[src/design/simd_add_pkg.sv]
package simd_add_pkg;

    // ------------------------------------------------------------
    // Instruction fields
    // ------------------------------------------------------------
    localparam int unsigned OPCODE_HI            = 31;
    localparam int unsigned OPCODE_LO            = 26;
    localparam int unsigned SRC_A_HI             = 25;
    localparam int unsigned SRC_A_LO             = 21;
    localparam int unsigned SRC_B_HI             = 20;
    localparam int unsigned SRC_B_LO             = 16;
    localparam int unsigned DEST_HI              = 15;
    localparam int unsigned DEST_LO              = 11;
    localparam int unsigned SUBOP_HI             = 10;
    localparam int unsigned SUBOP_LO             = 6;
    localparam int unsigned FUNC_HI              = 5;
    localparam int unsigned FUNC_LO              = 0;

    // ------------------------------------------------------------
    // Encodings
    // ------------------------------------------------------------
    localparam logic [5:0] EXTENSION_MAJOR_OPCODE = 6'h1F;
    localparam logic [5:0] FUNC_NARROW            = 6'h10;
    localparam logic [5:0] FUNC_WIDE              = 6'h14;
    localparam logic [4:0] SUBOP_BYTE_WRAP        = 5'h00;
    localparam logic [4:0] SUBOP_BYTE_SAT         = 5'h04;
    localparam logic [4:0] SUBOP_HALF_WRAP        = 5'h08;
    localparam logic [4:0] SUBOP_HALF_SAT         = 5'h0C;

    // ------------------------------------------------------------
    // Control state layout
    // ------------------------------------------------------------
    localparam int unsigned CTRL_WIDTH           = 32;
    localparam int unsigned OVERFLOW_BIT         = 20;
    localparam logic [31:0] CTRL_RESET           = 32'h0000_0000;

    typedef enum logic [3:0] {
        op_none,
        wrap_add_eight_bytes,
        sat_add_eight_bytes,
        wrap_add_two_halfwords,
        sat_add_two_halfwords,
        wrap_add_four_bytes,
        sat_add_four_bytes,
        wrap_add_four_halfwords,
        sat_add_four_halfwords
    } add_op_type;

    typedef struct packed {
        logic        valid;
        logic [31:0] instruction;
        logic [63:0] source_a;
        logic [63:0] source_b;
        logic        extension_enabled;
    } issue_type;

    typedef struct packed {
        logic        valid;
        logic [4:0]  dest;
        logic [63:0] data;
        logic        reserved_fault;
        logic        disabled_fault;
    } retire_type;

endpackage : simd_add_pkg

[src/design/unsigned_simd_add_unit.sv]
// What this block does
// RULE_01 - Wrapping byte lanes keep sum modulo 256
// RULE_02 - Saturating byte lanes clamp overflow to 0xFF
// RULE_03 - Any lane overflow sets control bit 20
// RULE_04 - Overflow is carry of one-bit-widened sum
// RULE_05 - Wrapping halfword lanes keep sum modulo 65536
// RULE_06 - Saturating halfword lanes clamp to 0xFFFF
// RULE_07 - Eight-byte forms use all eight lanes
// RULE_08 - Four-halfword forms fill all 64 bits
// RULE_09 - Two-halfword forms fill upper with bit 31
// RULE_10 - Four-byte forms fill upper with bit 31
// RULE_11 - No exception ever depends on operand values
// RULE_12 - Reserved and disabled faults replace completion
// RULE_13 - Major opcode and register fields fixed
// RULE_14 - Two-halfword function and sub-operation codes
// RULE_15 - Four-byte function and sub-operation codes
// RULE_16 - Four-halfword function and sub-operation codes
// RULE_17 - Eight-byte function and sub-operation codes
// RULE_18 - Overflow bit sticky, other bits untouched
module unsigned_simd_add_unit
    import simd_add_pkg::*;
#(
    parameter int unsigned DATA_WIDTH = 64
) (
    // Clock and reset
    input  wire logic                  clock,
    input  wire logic                  rst_n,
    // Issue from pipeline
    input  wire issue_type             issue,
    // Control state write from software path
    input  wire logic                  ctrl_write,
    input  wire logic [CTRL_WIDTH-1:0] ctrl_write_data,
    // Retire to register file
    output retire_type                 retire,
    // Control state
    output logic      [CTRL_WIDTH-1:0] dsp_control_state
);

    // ------------------------------------------------------------
    // Elaboration check
    // ------------------------------------------------------------
    if (DATA_WIDTH != 64) begin : g_width_check
        $error("unsigned_simd_add_unit: DATA_WIDTH must be 64");
    end

    // ------------------------------------------------------------
    // Decode
    // ------------------------------------------------------------
    logic [5:0] opcode;
    logic [5:0] func;
    logic [4:0] subop;
    add_op_type op;
    logic       saturate;

    assign opcode = issue.instruction[OPCODE_HI:OPCODE_LO];   // RULE_13
    assign func   = issue.instruction[FUNC_HI:FUNC_LO];
    assign subop  = issue.instruction[SUBOP_HI:SUBOP_LO];

    always_comb begin
        op = op_none;
        if (opcode == EXTENSION_MAJOR_OPCODE) begin   // RULE_13
            if (func == FUNC_NARROW) begin
                case (subop)
                    SUBOP_HALF_WRAP: op = wrap_add_two_halfwords;   // RULE_14
                    SUBOP_HALF_SAT:  op = sat_add_two_halfwords;    // RULE_14
                    SUBOP_BYTE_WRAP: op = wrap_add_four_bytes;      // RULE_15
                    SUBOP_BYTE_SAT:  op = sat_add_four_bytes;       // RULE_15
                    default:         op = op_none;
                endcase
            end else if (func == FUNC_WIDE) begin
                case (subop)
                    SUBOP_HALF_WRAP: op = wrap_add_four_halfwords;  // RULE_16
                    SUBOP_HALF_SAT:  op = sat_add_four_halfwords;   // RULE_16
                    SUBOP_BYTE_WRAP: op = wrap_add_eight_bytes;     // RULE_17
                    SUBOP_BYTE_SAT:  op = sat_add_eight_bytes;      // RULE_17
                    default:         op = op_none;
                endcase
            end
        end
    end

    always_comb begin
        case (op)
            sat_add_eight_bytes,
            sat_add_four_bytes,
            sat_add_two_halfwords,
            sat_add_four_halfwords: saturate = 1'b1;
            default:                saturate = 1'b0;
        endcase
    end

    // ------------------------------------------------------------
    // Lane adders
    // ------------------------------------------------------------
    logic [63:0] byte_sum;
    logic [7:0]  byte_ovf;
    logic [63:0] half_sum;
    logic [3:0]  half_ovf;

    for (genvar i = 0; i < 8; i++) begin : g_byte
        lane_adder #(
            .WIDTH (8)
        ) u_byte (
            .lane_a        (issue.source_a[8*i +: 8]),   // RULE_07
            .lane_b        (issue.source_b[8*i +: 8]),
            .saturate      (saturate),                   // RULE_01
            .lane_sum      (byte_sum[8*i +: 8]),         // RULE_02
            .lane_overflow (byte_ovf[i])
        );
    end

    for (genvar j = 0; j < 4; j++) begin : g_half
        lane_adder #(
            .WIDTH (16)
        ) u_half (
            .lane_a        (issue.source_a[16*j +: 16]),
            .lane_b        (issue.source_b[16*j +: 16]),
            .saturate      (saturate),                   // RULE_05
            .lane_sum      (half_sum[16*j +: 16]),       // RULE_06
            .lane_overflow (half_ovf[j])
        );
    end

    // ------------------------------------------------------------
    // Result assembly
    // ------------------------------------------------------------
    logic [63:0] result;
    logic        any_overflow;

    always_comb begin
        case (op)
            wrap_add_eight_bytes,
            sat_add_eight_bytes:    result = byte_sum;                        // RULE_07
            wrap_add_four_halfwords,
            sat_add_four_halfwords: result = half_sum;                        // RULE_08
            wrap_add_two_halfwords,
            sat_add_two_halfwords:  result = {{32{half_sum[31]}}, half_sum[31:0]}; // RULE_09
            wrap_add_four_bytes,
            sat_add_four_bytes:     result = {{32{byte_sum[31]}}, byte_sum[31:0]}; // RULE_10
            default:                result = 64'h0000_0000_0000_0000;
        endcase
    end

    always_comb begin
        case (op)
            wrap_add_eight_bytes,
            sat_add_eight_bytes:    any_overflow = |byte_ovf;                // RULE_03
            wrap_add_four_bytes,
            sat_add_four_bytes:     any_overflow = |byte_ovf[3:0];           // RULE_03
            wrap_add_four_halfwords,
            sat_add_four_halfwords: any_overflow = |half_ovf;                // RULE_03
            wrap_add_two_halfwords,
            sat_add_two_halfwords:  any_overflow = |half_ovf[1:0];           // RULE_03
            default:                any_overflow = 1'b0;
        endcase
    end

    // ------------------------------------------------------------
    // Faults
    // ------------------------------------------------------------
    logic reserved_fault;
    logic disabled_fault;
    logic completes;

    // Only the encoding and the enable matter, never operand values
    assign reserved_fault = issue.valid && (op == op_none);              // RULE_12
    assign disabled_fault = issue.valid && !reserved_fault
                            && !issue.extension_enabled;                 // RULE_12
    assign completes      = issue.valid && !reserved_fault
                            && !disabled_fault;                          // RULE_11

    // ------------------------------------------------------------
    // Retire register
    // ------------------------------------------------------------
    always_ff @(posedge clock or negedge rst_n) begin
        if (!rst_n) begin
            retire <= '0;
        end else begin
            retire.valid          <= issue.valid;
            retire.dest           <= issue.instruction[DEST_HI:DEST_LO];   // RULE_13
            retire.data           <= completes ? result : 64'h0000_0000_0000_0000;
            retire.reserved_fault <= reserved_fault;                       // RULE_12
            retire.disabled_fault <= disabled_fault;                       // RULE_12
        end
    end

    // ------------------------------------------------------------
    // Control state
    // ------------------------------------------------------------
    logic [CTRL_WIDTH-1:0] ctrl_d;

    always_comb begin
        ctrl_d = ctrl_write ? ctrl_write_data : dsp_control_state;
        // Set wins over a software write in the same cycle
        if (completes && any_overflow) begin
            ctrl_d[OVERFLOW_BIT] = 1'b1;   // RULE_18
        end
    end

    always_ff @(posedge clock or negedge rst_n) begin
        if (!rst_n) begin
            dsp_control_state <= CTRL_RESET;
        end else begin
            dsp_control_state <= ctrl_d;   // RULE_03
        end
    end

endmodule : unsigned_simd_add_unit

[src/design/lane_adder.sv]
module lane_adder #(
    parameter int unsigned WIDTH = 8
) (
    // Operands
    input  wire logic [WIDTH-1:0] lane_a,
    input  wire logic [WIDTH-1:0] lane_b,
    input  wire logic             saturate,
    // Result
    output logic      [WIDTH-1:0] lane_sum,
    output logic                  lane_overflow
);

    logic [WIDTH:0] wide_sum;

    if (WIDTH < 1) begin : g_width_check
        $error("lane_adder: WIDTH must be at least 1");
    end

    // Widen by one zero bit and look at the carry
    assign wide_sum      = {1'b0, lane_a} + {1'b0, lane_b};   // RULE_04
    assign lane_overflow = wide_sum[WIDTH];                    // RULE_04
    assign lane_sum      = (saturate && lane_overflow) ? {WIDTH{1'b1}}
                                                       : wide_sum[WIDTH-1:0];

endmodule : lane_adder

[config.mk]
export PLATFORM = sky130hd
export DESIGN_NAME = unsigned_simd_add_unit
export DESIGN_NICKNAME = d
export VERILOG_FILES = /design/src/design/simd_add_pkg.sv /design/src/design/unsigned_simd_add_unit.sv /design/src/design/lane_adder.sv
export SDC_FILE = /design/constraint.sdc
export NUM_CORES = 1
export LEC_CHECK = 0
export BUFFER_PORTS_ARGS = -buffer_cell sky130_fd_sc_hd__buf_2
export CORE_MARGIN = 5
export CORE_UTILIZATION = 30
export DETAILED_ROUTE_END_ITERATION = 6
export GPL_TIMING_DRIVEN = 0
export PLACE_DENSITY_LB_ADDON = 0.15
export SYNTH_ARGS = -nofsm -noshare
export SYNTH_HDL_FRONTEND = slang
export SYNTH_SLANG_ARGS = --single-unit
[constraint.sdc]
create_clock -name clock -period 0.8 [get_ports clock]
set_input_delay 0.08 -clock clock [delete_from_list [all_inputs] [get_ports clock]]
set_output_delay 0.08 -clock clock [all_outputs]
set_load 0.01 [all_outputs]
==> impl_metrics.csv <==
group,metric,value,unit
setup_path,crit_slowest_cell,"or4b_4",
placed_design,routabilityCongestion,0.841,
setup_path,r2r_cells,2,
die,fp.coreArea,24200,sq um
drt,routed_wl,27400,um
clock_tree,cts_tree,"yes",
timing,max_slew.worst_pin.slew,0.811,ns
timing,holdWs,-0.303,ns
power,vdd_drop_max,872,uV
clock_tree,cts-root-buf,"clkbuf_16",
drt,remaining_drc_errors,0,
global_route,grt_pass1_vias,7641,
finish,fin_util,49.4,%
clock_tree,cts_sinks,104,
synthesis,synth_top_area_share,35.4,%
finish,drive_above_1_share,50.1,%
synthesis,synth.net_count,1068,
synthesis,synth_edf_count,0,
timing,fmax,0.459,GHz
power,power,15.2,mW
placed_design,detailed_place_hpwl,20500,um
finish,layout.nets,1466,
clock_tree,cts.path.max_buffers,2,
synthesis,synth_top_flop_cell,"dfrtp_1",
timing,maxSlewHeadroom,45.9,%
setup_path,worstSetupStartpointType,"input pin",
clock_tree,clock_latency,0.35,ns
setup_path,crit_fanout,3,
synthesis,synth_cell_type_count,61,
synthesis,yosysWarningCount,0,
placed_design,port_buffers,288,
run_status,outcome,"complete, but fails checks",
finish,antennaDiodeCount,0,
setup_path,path_class,"in2reg",
drt,num_vias,7699,
setup_path,cpMostUsedCell,"o21ai_2",
global_route,grt_overflow_total,0,
job,cap_violations,0,
synthesis,syn_area,7360,sq um
setup_path,crit_arrival,2.37,ns
timing,rsz0062_at_grt,"true",
drt,vias_per_cell,5.05,
timing,slew_violations,0,
drt,ant_nets,0,
drt,wl_per_cell,18.0,um
synthesis,yosysSeqAreaShare,35.4,%
clock_tree,cts.clk_slew.worst_paths,0.08,ns
synthesis,synth.area.top_cells,"dfrtp_1 (35%), ha_1 (11%), a21oi_1 (6.7%), mux2_2 (4.7%), nand2_1 (4.0%)",
die,fp.dieW,167,um
global_route,antenna_found_initial,1,
clock_tree,cts_buffers,9,
clock_tree,ctsHoldBuffers,38,
die,dieArea,27800,sq um
timing,hold_viol_final,39,
clock_tree,ctsHtreeMaxLevel,3,
global_route,grt_usage,18.7,%
setup_path,crit_required,0.99,ns
power,power.leakage,5.42,nW
setup_path,slowest_delay,0.55,ns
synthesis,ys_seq_elements,104,
timing,fin_skew,0,ns
die,die_y,167,um
global_route,grt_max_degree,66,
finish,area_growth,63.0,%
timing,setup_ws,-1.38,ns
timing,setup_viol,171,
synthesis,yosysTopAreaCell,"dfrtp_1",
drt,drtPass1Iterations,6,
die,rows,57,
synthesis,synth_common_cells,"dfrtp_1 (104), a21oi_1 (99), nand2_1 (79)",
hold_path,hold_class,"in2async",
drt,drtIter0Drc,373,
power,powerDensity,1270,nW/um^2
run_status,failed_checks,"negative hold slack, negative setup slack",
setup_path,worstPathCellList,"buf_6 -> ha_4 -> fa_2 -> a211oi_2 -> o21bai_2 -> o21ai_2 -> inv_1 -> or4b_4 -> a211o_1 -> o21ai_2 -> o211ai_1",
die,ios,301,
synthesis,synthCells,799,
synthesis,avgSynthCellArea,9.21,sq um
synthesis,synthArstFlopShare,100,%
timing,finalCritPeriodShare,272,%
synthesis,post-synth-top-count-cell,"dfrtp_1",
setup_path,cp-end-kind,"flip-flop",
timing,period_minus_slack,2.18,ns
global_route,grt_pass1_wl,42100,um
die,initial_core_util,30.3,%
[cells in the final DEF (no fill, tap or decap), types with 9 or more instances in the layout]
master,instances
xnor2_1,30
o21ai_1,9
o21ai_0,29
nand3_1,14
buf_4,51
nand2_1,74
buf_6,61
ha_1,40
o211ai_1,10
o21ai_2,10
buf_2,244
xor2_1,22
dlygate4sd3_1,38
mux2_2,31
inv_1,11
a31oi_1,20
ha_4,17
a21oi_1,42
a21oi_2,51
dfrtp_1,104
clkbuf_16,11
nor2_1,33
a21o_1,32
[repair_timing]
| action | in CTS | in global routing |
|---|---|---|
| endpoints found under the setup margin | 171 | 172 |
| buffers inserted | 37 | 33 |
| cloned | 1 | 1 |
| endpoints found under the hold margin | 77 | 39 |
| pin swaps | 50 | 39 |
| gates resized for setup | 204 | 110 |
[cell families after synthesis]
family	count (synthesis)	share of synthesized area [%]
xor+xnor	52	6.19
compound gates	286	24.4
flops	104	35.4
buf+inv	53	2.72
mux	34	5.15
fa+ha+maj	72	13.1
simple gates	198	13.1
[where the power goes]
part	total [mW]	switching (mW)	internal, mW	leakage, nW
sequential	5.52	0.0874	5.43	1.36
combinational	5.34	2.73	2.61	3.92
clock	4.39	2.20	2.18	0.134
total	15.2	5.02	10.2	5.42
[worst max-delay path, delay by kind of cell]
kind,cells,cell delay [ns]
and+or+nand+nor,1,0.55
AOI/OAI and AO/OA,6,1.02
buffers and inverters,2,0.20
adders and majority gates,2,0.53
[final timing paths]
check | from | to | slack, ns
setup / recovery | issue[97] | dsp_control_state[20] | -1.38
hold / removal | rst_n | dsp_control_state[31] | -0.30
setup reg to reg | dsp_control_state[20] | dsp_control_state[20] | -0.27
hold reg to reg | dsp_control_state[25] | dsp_control_state[25] | 0.50
max in group asynchronous | rst_n | retire[44] | 0.37
min in group clock | ctrl_write | dsp_control_state[31] | 0.03
[routing by layer]
| metal | up-vias | part of all wire, % | global-route usage, % |
|---|---|---|---|
| met3 | 22 | 5.3 | 3.89 |
| met4 | 2 | 1.4 | 5.27 |
| li1 | 3774 | - | - |
| met5 | - | 0.026 | 0 |
| met2 | 254 | 48 | 30.9 |
| met1 | 3647 | 45 | 24.9 |
[through the flow]
step | std cells | setup TNS, ns | setup slack [ns] | area [sq um]
after CTS | 1495 | -92.78 | -1.36 | 11300
after global placement | 1411 | -321.56 | -2.58 | 9450
after global routing | 1526 | -98.74 | -1.45 | 12000
final | 1526 | -90.83 | -1.38 | 12000
after floorplan | 799 | -83.33 | -1.48 | 7600
after detailed placement | 1412 | -151.79 | -2.57 | 9480
[flip-flops by register name, indices dropped and copies added, names as in the netlist]
signal	count
retire	72
dsp_control_state	32
[layout make-up]
| class | instances | area (sq um) |
|---|---|---|
| timing repair buffer | 398 | 2790 |
| sequential | 104 | 2600 |
| fill | 2312 | 12300 |
| inverter | 15 | 68.8 |
| buffer | 27 | 239 |
| clock buffer | 9 | 225 |
| clock inverter | 7 | 65.1 |
| tap | 324 | 405 |
| multi-input combinational | 642 | 5600 |
Power figures use the tool's default switching activity.
